File: config.mk
export PLATFORM = sky130hd
export DESIGN_NAME = ecr_unit
export DESIGN_NICKNAME = d
export VERILOG_FILES = /design/src/ecr_pkg.sv /design/src/ecr_mask_if.sv /design/src/ecr_mask_gen.sv /design/src/ecr_unit.sv
export SDC_FILE = /design/constraint.sdc
export NUM_CORES = 1
export LEC_CHECK = 0
export ABC_AREA = 1
export BUFFER_PORTS_ARGS = -buffer_cell sky130_fd_sc_hd__buf_2
export CORE_MARGIN = 4
export CORE_UTILIZATION = 35
export DETAILED_ROUTE_END_ITERATION = 8
export PLACE_DENSITY = 0.62
export SYNTH_ARGS = -nofsm -noshare
export SYNTH_HDL_FRONTEND = slang
export SYNTH_SLANG_ARGS = --single-unit
File: constraint.sdc
create_clock -name aclk -period 5.8 [get_ports aclk]
set_input_delay 0.58 -clock aclk [delete_from_list [all_inputs] [get_ports aclk]]
set_output_delay 0.58 -clock aclk [all_outputs]
set_load 0.02 [all_outputs]
File: src/ecr_pkg.sv
/*
  constants and types for the extend / count / rotate-mask unit.
  assumes one 200 MHz core clock and 32-bit AXI4-Lite register access.
*/
package ecr_pkg;
  localparam int ADDR_W = 8;
  localparam int DATA_W = 32;
  localparam int DW = 64;
  localparam int WORD_W = 32;
  localparam int HALF_W = 16;
  localparam int POS_W = 6;
  localparam int CNT_W = 7;
  localparam int OP_W = 4;
  // register byte offsets
  localparam logic [ADDR_W-1:0] OFF_SRC_LO = 8'h00;
  localparam logic [ADDR_W-1:0] OFF_SRC_HI = 8'h04;
  localparam logic [ADDR_W-1:0] OFF_TGT_LO = 8'h08;
  localparam logic [ADDR_W-1:0] OFF_TGT_HI = 8'h0C;
  localparam logic [ADDR_W-1:0] OFF_CTRL = 8'h10;
  localparam logic [ADDR_W-1:0] OFF_STATUS = 8'h14;
  localparam logic [ADDR_W-1:0] OFF_XER = 8'h18;
  // control register fields
  localparam int CTL_OP_LSB = 0;
  localparam int CTL_REC = 4;
  localparam int CTL_M64 = 5;
  localparam int CTL_WORD = 6;
  localparam int CTL_AMT_LSB = 8;
  localparam int CTL_MB_LSB = 16;
  localparam int CTL_ME_LSB = 24;
  // status and exception register fields
  localparam int CR_LT = 3;
  localparam int CR_GT = 2;
  localparam int CR_EQ = 1;
  localparam int CR_SO = 0;
  localparam int STAT_BUSY = 8;
  localparam int XER_SO = 2;
  localparam int XER_OV = 1;
  localparam int XER_CA = 0;
  localparam logic [DATA_W-1:0] CTRL_RST = 32'h0000_0000;
  localparam logic [DW-1:0] GPR_RST = 64'h0000_0000_0000_0000;
  localparam logic [2:0] XER_RST = 3'h0;
  localparam logic [3:0] CR_RST = 4'h0;
  localparam logic [POS_W-1:0] POS_TOP = 6'h3F;
  localparam logic [POS_W-1:0] POS_BOT = 6'h00;
  localparam logic [1:0] RESP_OKAY = 2'h0;
  localparam logic [1:0] RESP_SLVERR = 2'h2;

  typedef enum logic [OP_W-1:0] {
    OP_HALF_EXT,
    OP_WORD_EXT,
    OP_CLZ_WORD,
    OP_CLZ_DWORD,
    OP_CLR_LEFT,
    OP_CLR_RIGHT,
    OP_CLR,
    OP_ROT_AND,
    OP_ROT_INS
  } ecr_op_t;
endpackage : ecr_pkg

File: src/ecr_mask_if.sv
/*
  carrier between the datapath and its mask generator.
  assumes big-endian position numbering: position 0 is bit 63.
*/
interface ecr_mask_if;
  logic [ecr_pkg::POS_W-1:0] begin_pos;
  logic [ecr_pkg::POS_W-1:0] end_pos;
  logic [ecr_pkg::DW-1:0] mask;
  modport gen (input begin_pos, input end_pos, output mask);
  modport user (output begin_pos, output end_pos, input mask);
endinterface : ecr_mask_if

File: src/ecr_mask_gen.sv
/*
  wrap-capable 64-bit mask generator, purely combinational.
  assumes the caller registers whatever it builds from the mask.
*/
module ecr_mask_gen (
  ecr_mask_if.gen m
);
  logic [ecr_pkg::POS_W-1:0] pos;

  always_comb
  begin
    pos = ecr_pkg::POS_BOT;
    for (int i = 0; i < ecr_pkg::DW; i++)
    begin
      pos = ecr_pkg::POS_W'(i);
      // position i lives at bit 63-i
      if (m.begin_pos <= m.end_pos)
        m.mask[ecr_pkg::DW-1-i] = (pos >= m.begin_pos) && (pos <= m.end_pos); // RQ8
      else
        m.mask[ecr_pkg::DW-1-i] = (pos >= m.begin_pos) || (pos <= m.end_pos); // RQ9 RQ10
    end
  end
endmodule : ecr_mask_gen

File: src/ecr_unit.sv
/*
  extend / count-leading-zeros / rotate-and-mask execution unit behind an AXI4-Lite slave.
  assumes a single-outstanding master; a control write launches one operation.
*/
// The register addresses and the AXI4-Lite slave port are this design's own decisions.
// Operation
// RQ1: half extend copies low 16 bits, fills above with source bit 48.
// RQ2: word extend copies low 32 bits, fills above with source bit 32.
// RQ3: word zero count starts at bit 32, result 0 to 32.
// RQ4: doubleword zero count starts at bit 0, result 0 to 64.
// RQ5: record form of a zero count clears the negative flag.
// RQ6: doubleword rotate left, bits leaving position 0 re-enter at the bottom.
// RQ7: word rotate works on two copies of source bits 32-63.
// RQ8: mask holds ones from start through stop when start not above stop.
// RQ9: start above stop wraps ones through the top and from position 0.
// RQ10: no start and stop pair gives an all-zero mask.
// RQ11: record form sets comparison bits from the final target value.
// RQ12: rotates leave summary overflow, overflow and carry untouched.
// RQ13: insert mode takes rotated bits under mask, keeps others.
// RQ14: and mode ands rotated value with mask.
// RQ15: clear-left rotate masks begin field through bit 63.
// RQ16: clear-right rotate masks bit 0 through end field.
// RQ17: clear rotate masks begin field through 63 minus amount.
// RQ18: record extends update condition field zero, plain ones do not.
// RQ19: software rotates right by n as left by 64-n or 32-n.
// RQ20: 64-bit mode compares full result, 32-bit mode the extended low word.
// RQ21: extends and counts leave exception flags untouched.
// RQ22: amounts and mask fields are six-bit unsigned positions.
// RQ23: result lands in the target before anything can read it.
module ecr_unit (
  input wire logic aclk,
  input wire logic aresetn,
  input wire logic [ecr_pkg::ADDR_W-1:0] awaddr,
  input wire logic awvalid,
  output logic awready,
  input wire logic [ecr_pkg::DATA_W-1:0] wdata,
  input wire logic [3:0] wstrb,
  input wire logic wvalid,
  output logic wready,
  output logic [1:0] bresp,
  output logic bvalid,
  input wire logic bready,
  input wire logic [ecr_pkg::ADDR_W-1:0] araddr,
  input wire logic arvalid,
  output logic arready,
  output logic [ecr_pkg::DATA_W-1:0] rdata,
  output logic [1:0] rresp,
  output logic rvalid,
  input wire logic rready
);
  logic awready_q;
  logic wready_q;
  logic aw_hold_q;
  logic w_hold_q;
  logic [ecr_pkg::ADDR_W-1:0] aw_addr_q;
  logic [ecr_pkg::DATA_W-1:0] w_data_q;
  logic [3:0] w_strb_q;
  logic bvalid_q;
  logic [1:0] bresp_q;
  logic arready_q;
  logic rvalid_q;
  logic [ecr_pkg::DATA_W-1:0] rdata_q;
  logic [1:0] rresp_q;
  logic [ecr_pkg::DW-1:0] src_q;
  logic [ecr_pkg::DW-1:0] tgt_q;
  logic [ecr_pkg::DATA_W-1:0] ctrl_q;
  logic [2:0] xer_q;
  logic [3:0] cr0_q;
  logic exec_q;
  logic do_wr;
  ecr_pkg::ecr_op_t op;
  logic rec;
  logic m64;
  logic word_src;
  logic [ecr_pkg::POS_W-1:0] amt;
  logic [ecr_pkg::DW-1:0] rot_in;
  logic [ecr_pkg::DW-1:0] rot;
  logic [ecr_pkg::DW-1:0] res_d;
  logic res_wr;
  logic is_clz;
  logic [ecr_pkg::DW-1:0] cmp;
  logic [3:0] cr_d;

  ecr_mask_if mif ();

  ecr_mask_gen u_mask (
    .m(mif.gen)
  );

  function automatic logic [ecr_pkg::DATA_W-1:0] merge_strb(
    input logic [ecr_pkg::DATA_W-1:0] old,
    input logic [ecr_pkg::DATA_W-1:0] data,
    input logic [3:0] strb
  );
    logic [ecr_pkg::DATA_W-1:0] r;
    r = old;
    for (int b = 0; b < 4; b++)
      if (strb[b])
        r[8*b +: 8] = data[8*b +: 8];
    return r;
  endfunction : merge_strb

  function automatic logic [ecr_pkg::CNT_W-1:0] clz64(
    input logic [ecr_pkg::DW-1:0] v
  );
    logic [ecr_pkg::CNT_W-1:0] n;
    n = ecr_pkg::CNT_W'(ecr_pkg::DW);
    // highest set bit wins since it is visited last
    for (int i = 0; i < ecr_pkg::DW; i++)
      if (v[i])
        n = ecr_pkg::CNT_W'(ecr_pkg::DW - 1 - i);
    return n;
  endfunction : clz64

  function automatic logic [ecr_pkg::DW-1:0] rotate_doubleword_op(
    input logic [ecr_pkg::DW-1:0] v,
    input logic [ecr_pkg::POS_W-1:0] n
  );
    logic [2*ecr_pkg::DW-1:0] t;
    t = {v, v} << n;
    return t[2*ecr_pkg::DW-1 -: ecr_pkg::DW];
  endfunction : rotate_doubleword_op

  function automatic logic [ecr_pkg::DW-1:0] sext_word(
    input logic [ecr_pkg::WORD_W-1:0] w
  );
    return {{(ecr_pkg::DW-ecr_pkg::WORD_W){w[ecr_pkg::WORD_W-1]}}, w};
  endfunction : sext_word

  assign do_wr = aw_hold_q && w_hold_q && !bvalid_q;

  // write address and data are accepted independently, in either order
  always_ff @(posedge aclk)
  begin
    if (!aresetn)
    begin
      awready_q <= 1'b1;
      aw_hold_q <= 1'b0;
      aw_addr_q <= '0;
    end
    else if (awvalid && awready_q)
    begin
      awready_q <= 1'b0;
      aw_hold_q <= 1'b1;
      // low address bits are dropped so decode and bresp always agree
      aw_addr_q <= {awaddr[ecr_pkg::ADDR_W-1:2], 2'b00};
    end
    else if (do_wr)
    begin
      awready_q <= 1'b1;
      aw_hold_q <= 1'b0;
    end
  end

  always_ff @(posedge aclk)
  begin
    if (!aresetn)
    begin
      wready_q <= 1'b1;
      w_hold_q <= 1'b0;
      w_data_q <= '0;
      w_strb_q <= '0;
    end
    else if (wvalid && wready_q)
    begin
      wready_q <= 1'b0;
      w_hold_q <= 1'b1;
      w_data_q <= wdata;
      w_strb_q <= wstrb;
    end
    else if (do_wr)
    begin
      wready_q <= 1'b1;
      w_hold_q <= 1'b0;
    end
  end

  always_ff @(posedge aclk)
  begin
    if (!aresetn)
    begin
      bvalid_q <= 1'b0;
      bresp_q <= ecr_pkg::RESP_OKAY;
    end
    else if (do_wr)
    begin
      bvalid_q <= 1'b1;
      unique case (aw_addr_q[ecr_pkg::ADDR_W-1:2])
        ecr_pkg::OFF_SRC_LO[ecr_pkg::ADDR_W-1:2],
        ecr_pkg::OFF_SRC_HI[ecr_pkg::ADDR_W-1:2],
        ecr_pkg::OFF_TGT_LO[ecr_pkg::ADDR_W-1:2],
        ecr_pkg::OFF_TGT_HI[ecr_pkg::ADDR_W-1:2],
        ecr_pkg::OFF_CTRL[ecr_pkg::ADDR_W-1:2],
        ecr_pkg::OFF_XER[ecr_pkg::ADDR_W-1:2]: bresp_q <= ecr_pkg::RESP_OKAY;
        default: bresp_q <= ecr_pkg::RESP_SLVERR;
      endcase
    end
    else if (bvalid_q && bready)
      bvalid_q <= 1'b0;
  end

  // read answers one cycle after the address is taken
  always_ff @(posedge aclk)
  begin
    if (!aresetn)
    begin
      arready_q <= 1'b1;
      rvalid_q <= 1'b0;
      rdata_q <= '0;
      rresp_q <= ecr_pkg::RESP_OKAY;
    end
    else if (arvalid && arready_q)
    begin
      arready_q <= 1'b0;
      rvalid_q <= 1'b1;
      rresp_q <= ecr_pkg::RESP_OKAY;
      rdata_q <= '0;
      unique case (araddr[ecr_pkg::ADDR_W-1:2])
        ecr_pkg::OFF_SRC_LO[ecr_pkg::ADDR_W-1:2]: rdata_q <= src_q[ecr_pkg::DATA_W-1:0];
        ecr_pkg::OFF_SRC_HI[ecr_pkg::ADDR_W-1:2]: rdata_q <= src_q[ecr_pkg::DW-1 -: ecr_pkg::DATA_W];
        ecr_pkg::OFF_TGT_LO[ecr_pkg::ADDR_W-1:2]: rdata_q <= tgt_q[ecr_pkg::DATA_W-1:0];
        ecr_pkg::OFF_TGT_HI[ecr_pkg::ADDR_W-1:2]: rdata_q <= tgt_q[ecr_pkg::DW-1 -: ecr_pkg::DATA_W];
        ecr_pkg::OFF_CTRL[ecr_pkg::ADDR_W-1:2]: rdata_q <= ctrl_q;
        ecr_pkg::OFF_STATUS[ecr_pkg::ADDR_W-1:2]:
        begin
          rdata_q[3:0] <= cr0_q;
          rdata_q[ecr_pkg::STAT_BUSY] <= exec_q;
        end
        ecr_pkg::OFF_XER[ecr_pkg::ADDR_W-1:2]: rdata_q[2:0] <= xer_q;
        default: rresp_q <= ecr_pkg::RESP_SLVERR;
      endcase
    end
    else if (rvalid_q && rready)
    begin
      rvalid_q <= 1'b0;
      arready_q <= 1'b1;
    end
  end

  // source operand, control word and exception flags: software only
  always_ff @(posedge aclk)
  begin
    if (!aresetn)
    begin
      src_q <= ecr_pkg::GPR_RST;
      ctrl_q <= ecr_pkg::CTRL_RST;
      xer_q <= ecr_pkg::XER_RST;
    end
    else if (do_wr)
    begin
      if (aw_addr_q == ecr_pkg::OFF_SRC_LO)
        src_q[ecr_pkg::DATA_W-1:0] <= merge_strb(src_q[ecr_pkg::DATA_W-1:0], w_data_q, w_strb_q);
      if (aw_addr_q == ecr_pkg::OFF_SRC_HI)
        src_q[ecr_pkg::DW-1 -: ecr_pkg::DATA_W] <= merge_strb(src_q[ecr_pkg::DW-1 -: ecr_pkg::DATA_W],
          w_data_q, w_strb_q);
      if (aw_addr_q == ecr_pkg::OFF_CTRL)
        ctrl_q <= merge_strb(ctrl_q, w_data_q, w_strb_q);
      // no operation of this unit ever writes these flags
      if (aw_addr_q == ecr_pkg::OFF_XER && w_strb_q[0]) // RQ12 RQ21
        xer_q <= w_data_q[2:0];
    end
  end

  // a control write launches exactly one operation on the next cycle
  always_ff @(posedge aclk)
  begin
    if (!aresetn)
      exec_q <= 1'b0;
    else
      exec_q <= do_wr && aw_addr_q == ecr_pkg::OFF_CTRL;
  end

  always_comb
  begin
    op = ecr_pkg::ecr_op_t'(ctrl_q[ecr_pkg::CTL_OP_LSB +: ecr_pkg::OP_W]);
    rec = ctrl_q[ecr_pkg::CTL_REC];
    m64 = ctrl_q[ecr_pkg::CTL_M64];
    word_src = ctrl_q[ecr_pkg::CTL_WORD] && (op == ecr_pkg::OP_ROT_AND || op == ecr_pkg::OP_ROT_INS);
    amt = ctrl_q[ecr_pkg::CTL_AMT_LSB +: ecr_pkg::POS_W]; // RQ22
    mif.begin_pos = ctrl_q[ecr_pkg::CTL_MB_LSB +: ecr_pkg::POS_W]; // RQ22
    mif.end_pos = ctrl_q[ecr_pkg::CTL_ME_LSB +: ecr_pkg::POS_W];
    if (op == ecr_pkg::OP_CLR_LEFT)
      mif.end_pos = ecr_pkg::POS_TOP; // RQ15
    if (op == ecr_pkg::OP_CLR_RIGHT)
      mif.begin_pos = ecr_pkg::POS_BOT; // RQ16
    if (op == ecr_pkg::OP_CLR)
      mif.end_pos = ecr_pkg::POS_TOP - amt; // RQ17
    // the duplicated word makes any six-bit amount rotate the low word correctly
    rot_in = word_src ? {src_q[ecr_pkg::WORD_W-1:0], src_q[ecr_pkg::WORD_W-1:0]} : src_q; // RQ7
    rot = rotate_doubleword_op(rot_in, amt); // RQ6
  end

  always_comb
  begin
    res_d = tgt_q;
    res_wr = 1'b1;
    is_clz = 1'b0;
    unique case (op)
      ecr_pkg::OP_HALF_EXT:
        res_d = {{(ecr_pkg::DW-ecr_pkg::HALF_W){src_q[ecr_pkg::HALF_W-1]}}, src_q[ecr_pkg::HALF_W-1:0]}; // RQ1
      ecr_pkg::OP_WORD_EXT:
        res_d = sext_word(src_q[ecr_pkg::WORD_W-1:0]); // RQ2
      ecr_pkg::OP_CLZ_WORD:
      begin
        // ones below the word cap the count at 32
        res_d = {{(ecr_pkg::DW-ecr_pkg::CNT_W){1'b0}},
          clz64({src_q[ecr_pkg::WORD_W-1:0], {ecr_pkg::WORD_W{1'b1}}})}; // RQ3
        is_clz = 1'b1;
      end
      ecr_pkg::OP_CLZ_DWORD:
      begin
        res_d = {{(ecr_pkg::DW-ecr_pkg::CNT_W){1'b0}}, clz64(src_q)}; // RQ4
        is_clz = 1'b1;
      end
      ecr_pkg::OP_CLR_LEFT, ecr_pkg::OP_CLR_RIGHT, ecr_pkg::OP_CLR, ecr_pkg::OP_ROT_AND:
        res_d = rot & mif.mask; // RQ14
      ecr_pkg::OP_ROT_INS:
        res_d = (rot & mif.mask) | (tgt_q & ~mif.mask); // RQ13
      default:
        res_wr = 1'b0;
    endcase
    cmp = m64 ? res_d : sext_word(res_d[ecr_pkg::WORD_W-1:0]); // RQ20
    cr_d[ecr_pkg::CR_LT] = cmp[ecr_pkg::DW-1] && !is_clz; // RQ5
    cr_d[ecr_pkg::CR_EQ] = cmp == '0;
    cr_d[ecr_pkg::CR_GT] = !cmp[ecr_pkg::DW-1] && cmp != '0;
    cr_d[ecr_pkg::CR_SO] = xer_q[ecr_pkg::XER_SO];
  end

  // target written one cycle after launch, at the edge where the write answer is first sampled
  always_ff @(posedge aclk)
  begin
    if (!aresetn)
      tgt_q <= ecr_pkg::GPR_RST;
    else if (exec_q && res_wr)
      tgt_q <= res_d; // RQ23
    else if (do_wr && aw_addr_q == ecr_pkg::OFF_TGT_LO)
      tgt_q[ecr_pkg::DATA_W-1:0] <= merge_strb(tgt_q[ecr_pkg::DATA_W-1:0], w_data_q, w_strb_q);
    else if (do_wr && aw_addr_q == ecr_pkg::OFF_TGT_HI)
      tgt_q[ecr_pkg::DW-1 -: ecr_pkg::DATA_W] <= merge_strb(tgt_q[ecr_pkg::DW-1 -: ecr_pkg::DATA_W],
        w_data_q, w_strb_q);
  end

  always_ff @(posedge aclk)
  begin
    if (!aresetn)
      cr0_q <= ecr_pkg::CR_RST;
    else if (exec_q && res_wr && rec)
      cr0_q <= cr_d; // RQ11 RQ18
  end

  assign awready = awready_q;
  assign wready = wready_q;
  assign bvalid = bvalid_q;
  assign bresp = bresp_q;
  assign arready = arready_q;
  assign rvalid = rvalid_q;
  assign rdata = rdata_q;
  assign rresp = rresp_q;
endmodule : ecr_unit

# Word level (Yosys, flattened, before mapping)
# Cells that the tools add are included.
# word_totals
reg_bits	253
out_inout_bits	41
elab_cells	576
# op_classes
n_addsub	1
magnitude_cmp	129
n_eq_ne	20
n_shift	1
muxes	195
bitwise	4
reduce_logical	190
# ops
cell	count
7-bit 2-to-1 mux	95
64-bit one-hot mux with 6 select lines	1
6-bit >= comparator (first input constant)	32
6-bit less-or-equal comparator (first input constant)	32
64-bit 2-to-1 mux	3
64-bit AND	2
128-bit by 6-bit left shift with 128-bit output	1
23-bit one-hot mux with 5 select lines	1
5-bit by 6-bit >= comparator with 1-bit output (first input constant)	16
5-bit by 6-bit less-or-equal comparator with 1-bit output (first input constant)	16
32-bit 2-to-1 mux	3
1-bit logical AND	80
1-bit 2-to-1 mux	78
1-bit logical OR	65
64-bit zero test	1
64-bit NOT	1
64-bit OR	1
64-bit nonzero test	1
4-bit by 6-bit >= comparator with 1-bit output (first input constant)	8
4-bit by 6-bit less-or-equal comparator with 1-bit output (first input constant)	8
3-bit AND reduction	16
8-bit 2-to-1 mux	4
6-bit by 3-bit == test with 1-bit output (second input constant)	5
6-bit by 2-bit == test with 1-bit output (second input constant)	4
other kinds (30)	66

# Depth between registers and ports, before layout
# Gate-level depths: netlist of run 1.
# depth
depth_word	68
depth_mapped	67
ltp_nobuf	67

# Modules after synthesis
# From an unflattened synthesis of run 1, not the netlist that was laid out.
# unflattened
cells_unflattened	3253
area_unflattened_um2	19473.7
# by_module_without_submodules
module	n_inst	cells_per_inst	area_per_inst_um2
ecr_unit	1	2729	17185.2
ecr_mask_gen	1	524	2288.4

# Worst setup path before layout of run 1
# No wires, ideal clock.
# synth_timing
path_type	register to register
start	register ctrl_q[2] in the netlist's numbering
end	register cr0_q[2]
setup_ns	0.131
arrival_time_ns	4.258
required_time_ns	5.669
path_slack_ns	1.411
stages_incl_launch_ff	26
period_less_slack_ns	4.389
cell_sequence	dfxtp_1 inv_2 nor2_1 nand2_1 o22ai_2 clkbuf_1 ha_1 nand2_1 nor2_1 o21ai_0 o211ai_1 nand2_1 inv_2 clkbuf_1 clkbuf_1 a21oi_1 o31ai_1 nand2_1 o21ai_0 nand4_1 nor4_1 a31oi_1 a2111oi_2 nand2_1 nand2_1 a21oi_2
# synth_between
elab_chain_cells	13
# synth_lines
element	line	source
start: declaration	ecr_unit.sv:66	logic [ecr_pkg::DATA_W-1:0] ctrl_q;
start signal: assignment	ecr_unit.sv:246	ctrl_q <= ecr_pkg::CTRL_RST;
start signal: assignment	ecr_unit.sv:257	ctrl_q <= merge_strb(ctrl_q, w_data_q, w_strb_q);
4-bit by 3-bit == test with 1-bit output	ecr_unit.sv:282, ecr_unit.sv:298	
6-bit 2-to-1 mux	ecr_unit.sv:282	if (op == ecr_pkg::OP_CLR_LEFT)
6-bit 2-to-1 mux	ecr_unit.sv:286	if (op == ecr_pkg::OP_CLR)
6-bit less-or-equal comparator, or another cell as far along	ecr_mask_gen.sv:18, ecr_mask_gen.sv:20	
1-bit logical OR / 1-bit logical AND (equally long branches)	ecr_mask_gen.sv:20, ecr_mask_gen.sv:18	
1-bit 2-to-1 mux	ecr_mask_gen.sv:17	if (m.begin_pos <= m.end_pos)
64-bit NOT	ecr_unit.sv:318	res_d = (rot & mif.mask) | (tgt_q & ~mif.mask);
64-bit AND	ecr_unit.sv:318	
64-bit OR	ecr_unit.sv:318	
64-bit one-hot mux with 6 select lines	ecr_unit.sv:298	unique case (op)
64-bit 2-to-1 mux	ecr_unit.sv:322	cmp = m64 ? res_d : sext_word(res_d[ecr_pkg::WORD_W-1:0]);
64-bit nonzero test / 1-bit zero test (equally long branches)	ecr_unit.sv:325	cr_d[ecr_pkg::CR_GT] = !cmp[ecr_pkg::DW-1] && cmp != '0;
1-bit logical AND	ecr_unit.sv:325	
end signal: assignment	ecr_unit.sv:346	cr0_q <= ecr_pkg::CR_RST;
end signal: assignment	ecr_unit.sv:348	cr0_q <= cr_d;
end: declaration	ecr_unit.sv:68	logic [3:0] cr0_q;
# Parallel ways exist; a longest one is shown, timed or not.
# A chain may end at the register's enable or synchronous reset.

# Final worst setup path of run 1
# Same ends and word-level chain as after synthesis.

==> results.toml, run 1 <==
[run_status]
outcome = "finished clean"

[die]
die_h_um = 240.8
dieArea_um2 = 58000
start_util = 0.3533
fp-row-count = 85
core_area_um2 = 53710
pin_count = 100
die_x_um = 240.8

[clock_tree]
cts_resized = 0
clockBufferDepth = 3
postCtsHoldBufs = 0
cts_post_setup_buffers_inserted = 0
clkTransAtPathRegs_ps = 70
h-tree-depth = 1
cts_root_buf = "clkbuf_16"
insertion_delay_ps = 580
cts_buffers = 27
tritoncts = "built"
cts_sinks = 251

[detailed_routing]
drt-initial-drc-count = 3737
drc = 0
via_count = 23700
firstDrtPassIters = 7
wl_met2_um = 40870
routed_wl_um = 100100
drt-met1-wl_um = 40490
route.met3.wl_um = 11850
ant_nets = 0
wl_per_cell_um = 25.39
via_per_inst = 6.014
top_layer_used = "met5"

[setup_path]
cp_max_fo = 27
cp_common_cell = "nand2_1"
crit_type = "reg2reg"
reg2reg_slack_ps = 250
worstPathArrival_ps = 6000
required_ps = 6250
critPathLaunchType = "register"
slowest_stage = "nor2_2"
crit_family = "simple AND/OR/NAND/NOR gates"
critical_path.cell_chain = "inv_2, nor2_1, inv_2, nor2_2, nor2_1, ha_1, nand2_1, nor2_1, o21ai_0, o211ai_1, nand2_1, inv_2, buf_12, maj3_1, o21ai_0, o221ai_1, o21ai_0, nor4_1, a31oi_1, a2111oi_2, nand2_1, nand2_1, a21oi_2"
slowest_delay_ps = 490
cp-end-kind = "register"
path_buf_inv = 4

[sta]
slew_viol_final = 0
fmax_mhz = 180.1
fin_crit_sh = 0.9571
hold_violations = 0
finalSetupTns_ps = 0
clock-skew-final_ps = 27.92
worst_pin_slew_ps = 1272
relSlewSlack = 0.1430
rsz0062_at_grt = "no"
setup_viol = 0
hold_ws_ps = 261.2
period_needed_ps = 5551

[synthesis]
synthFlopType = "dfxtp_1"
yosysSeqAreaShare = 0.2648
avgSynthCellArea_um2 = 5.882
synth_warnings = 0
ys_seq_elements = 251
async_flop_share = 0
syn_area_um2 = 18970
synth_edf_count = 0
syn_inst = 3226
yosysUniqueCellTypes = 53

[pwr]
seqPwrFrac = 0.436
finalPower_mw = 4.122
clockPowerShare = 0.454
peakVddDrop_mv = 0.2113
pwr-share-comb = 0.110
pwr_density_cell_nw_per_um2 = 194.8
p_int_mw = 2.964
power.share.switching = 0.2810
leakage_nw = 8.422
netSwitchingPower_mw = 1.158

[grt]
grt_pass1_wl_um = 142100
overflow = 0
track_usage = 0.3312
antenna_found_initial = 5
grt_pass1_vias = 20530
grt_max_degree = 131

[final_layout]
layout_commonest_cell = "nand2_1"
fin_nets = 3287
syn2layout_area_growth_pct = 11.54
fin_cells = 3941
drive_gt1_frac = 0.08295
mostFrequentLayoutCells = "670 x nand2_1, 623 x o21ai_0, 385 x a21oi_1, 308 x inv_1, 260 x nor2_1"

[place]
dp_hpwl_um = 77110
gp_congestion = 1.067
port_buffers = 93
dp.cells = 3889

[job]
max_cap_violations = 0

[worst_hold_path]
hold_path_class = "in2reg"
## power by group through the flow
stage	Clock [mW]	Combinational, mW	Sequential (mW)
6_report	1.87	0.452	1.80
2_1_floorplan	0	0.246	1.85
4_1_cts	1.88	0.442	1.80
3_3_place_gp	0	0.439	1.84
3_5_place_dp	0	0.440	1.84
5_1_grt	1.94	0.489	1.80
## area by class of cell
class                           count  area, um2
Clock inverter                     19      224.0
Antenna cell                        2      5.005
Fill cell                        5982      32540
Multi-Input combinational cell   2430      11900
Sequential cell                   251       5031
Tap cell                          696      870.8
Timing Repair Buffer              180       1175
Clock buffer                       31      710.7
Inverter                          332       1246
## final timing paths
check | startpoint | to | depth (start not counted)
max reg2reg | ctrl_q[2] | cr0_q[2] | 23
max | ctrl_q[2] | cr0_q[2] | 23
min reg2reg | aw_hold_q | aw_hold_q | 2
min | bready | bvalid | 4
## worst register-to-register path, cell delays in order (launching register included)
cell       delay [ps]
dfxtp_1           440
inv_2              40
nor2_1            230
inv_2             110
nor2_2            490
nor2_1            220
ha_1              360
nand2_1            70
nor2_1            140
o21ai_0           120
o211ai_1          110
nand2_1           160
inv_2             320
buf_12            230
maj3_1            320
o21ai_0           140
o221ai_1          260
o21ai_0           210
nor4_1            480
a31oi_1           250
a2111oi_2         440
nand2_1           170
nand2_1           110
a21oi_2            50
## state kept, by name, indices dropped and copies added, names as in the netlist, 3 cells and up
register / flops
tgt_q: 64
ctrl_q: 32
w_strb_q: 4
cr0_q: 4
aw_addr_q: 6
rdata: 32
src_q: 64
w_data_q: 32
xer_q: 3
## synthesized netlist by cell type (28+ instances only)
master	count	share of area
nand2_1	671	0.13
clkbuf_1	163	0.032
a221oi_1	30	0.014
nor2_1	261	0.052
buf_1	33	0.0065
inv_1	312	0.062
o22ai_1	36	0.012
mux2i_1	28	0.015
o21ai_0	623	0.16
dfxtp_1	251	0.26
nand3_1	57	0.015
a21oi_1	388	0.10
o21ai_1	114	0.030
## logic make-up after synthesis
kind of cell,share of synthesized area
other cells,0.0001976
flops,0.2648
compound gates,0.3769
simple gates,0.2169
mux,0.01477
fa+ha+maj,0.01609
buf+inv,0.1104
## stage by stage
stage,instance area [um2],setup WS (ps),utilization
global route,21160,60.17,0.3940
global placement,20220,516.0,0.3766
detailed placement,20220,539.7,0.3766
CTS,21160,526.2,0.3940
floorplan,18980,1411,-
finish,21160,248.8,0.3941
## layer usage
layer | up-vias | GRT usage
met5 | - | 0
met4 | 2 | 0.1673
met3 | 261 | 0.06674
met2 | 1615 | 0.4915
met1 | 10830 | 0.4576
li1 | 10990 | -
Note: power is estimated with default switching activity, not from simulation.
==> run 2: changes to the inputs <==
--- a/config.mk
+++ b/config.mk
@@ -6,7 +6,7 @@
 export NUM_CORES = 1
 export LEC_CHECK = 0
 export ABC_AREA = 1
-export BUFFER_PORTS_ARGS = -buffer_cell sky130_fd_sc_hd__buf_2
+export BUFFER_PORTS_ARGS = -buffer_cell sky130_fd_sc_hd__buf_4
 export CORE_MARGIN = 4
 export CORE_UTILIZATION = 35
 export DETAILED_ROUTE_END_ITERATION = 8
==> results.toml, run 2 (synthesized netlist as in run 1, its figures left out) <==
[final_layout]
top_regs = "src_q: 64 flops, tgt_q: 64 flops"
nFillCells = 5896
multi_input_area_um2 = 11930
fin_cells = 3951
layout.area.seq_um2 = 5031
final_design_area_no_fill_um2 = 21570
drive_gt1_frac = 0.08672
mostFrequentLayoutCells = "670 x nand2_1, 620 x o21ai_0, 385 x a21oi_1, 308 x inv_1, 259 x nor2_1"
syn2layout_area_growth_pct = 13.70
fin_nets = 3295
layout_commonest_cell = "nand2_1"
fin_util = 0.4017

[setup_path]
cp-end-kind = "register"
cp_common_cell = "nand2_1"
crit_type = "reg2reg"
slowest_stage = "nor3_2"
required_ps = 6250
critPathLaunchType = "register"
worstPathArrival_ps = 6120
cp_max_fo = 15
r2r-start = "ctrl_q[0]"
cp-startpoint = "ctrl_q[0]"
slowest_delay_ps = 440

[grt]
grt_pass1_vias = 20480
antenna_found_initial = 2
grt_pass1_wl_um = 142300
overflow = 0
grt_max_degree = 135
track_usage = 0.3306

[place]
dp_hpwl_um = 77030
port_buffers = 93
dp.cells = 3895
pre_cts_ws_ps = 415.5
gp_congestion = 1.102
place_area_um2 = 20500

[pwr]
pwr_density_cell_nw_per_um2 = 198.2
leakage_nw = 8.553
finalPower_mw = 4.277
peakVddDrop_mv = 0.2280

[detailed_routing]
via_per_inst = 5.952
ant_nets = 0
drc = 0
drt-initial-drc-count = 3919
wl_per_cell_um = 25.41
firstDrtPassIters = 6
routed_wl_um = 100400
via_count = 23520

[die]
core_area_um2 = 53710
start_util = 0.3533
dieArea_um2 = 58000
pin_count = 100
fp-row-count = 85
die_h_um = 240.8
die_x_um = 240.8

[run_status]
violations = "max-capacitance violations"
outcome = "complete, but fails checks"

[clock_tree]
cts_sinks = 251
insertion_delay_ps = 580
clkTransAtPathRegs_ps = 70
tritoncts = "built"
cts_buffers = 28
postCtsHoldBufs = 0
clockBufferDepth = 3
cts_post_setup_buffers_inserted = 0
h-tree-depth = 1
cts_root_buf = "clkbuf_16"

[sta]
hold_ws_ps = 262.3
period_needed_ps = 5671
fin_crit_sh = 0.9777
slew_viol_final = 0
hold_violations = 0
worst_pin_slew_ps = 1422
rsz0062_at_grt = "no"
setup_ws_ps = 129.3
setup_viol = 0
clock-skew-final_ps = 36.72
relSlewSlack = 0.02732
finalSetupTns_ps = 0
fmax_mhz = 176.3

[worst_hold_path]
hold_path_class = "in2reg"
hold_start = "rready"

[job]
max_cap_violations = 1
run 2: cell types whose count changed in the layout (fill, tap and decap cells not counted), moves of 2 or more:
cell,before,now
o21ai_2,0,3
clkinv_2,7,2
clkbuf_16,27,29
buf_2,92,0
o21ai_0,623,620
buf_4,83,181
inv_6,3,0
clkinvlp_4,1,3
clkbuf_8,2,9
run 2: critical path: cells and delay by family (launching register included):
family,cells,cell delay [ps]
flops,1,410
buf+inv,4,620
simple gates,13,1990
compound gates,11,2540
run 2: layout make-up:
type | count | area share
Antenna cell | 3 | 0.0003480
Sequential cell | 251 | 0.2332
Clock buffer | 40 | 0.03973
Clock inverter | 12 | 0.008293
Timing Repair Buffer | 186 | 0.06722
Inverter | 332 | 0.05788
Multi-Input combinational cell | 2431 | 0.5530
Tap cell | 696 | 0.04036
run 2: report_power, final:
part	leakage, nW	total, mW	internal, mW	switching (mW)
combinational	6.01	0.473	0.146	0.327
sequential	2.04	1.80	1.77	0.0279
clock	0.502	2.01	1.21	0.799
run 2: what timing repair did:
| action | 4_1_cts | 5_1_grt |
|---|---|---|
| resized for setup | 0 | 10 |
| endpoints found under the setup margin | 0 | 2 |
| hold endpoints to repair | 0 | 0 |
run 2: final timing paths:
kind               end  slack [ps]  cells after the start
max reg2reg   cr0_q[2]         130                     28
min             rvalid         260                      4
min reg2reg  aw_hold_q         470                      2
max           cr0_q[2]         130                     28
run 2: per-layer routing:
metal  track usage  part of all wire  up-vias
met2        0.4980              0.41     1550
li1              -                 -    11020
met5             0           0.00013        -
met3       0.08205              0.13      259
met4        0.1466             0.061        2
met1        0.4496              0.40    10680
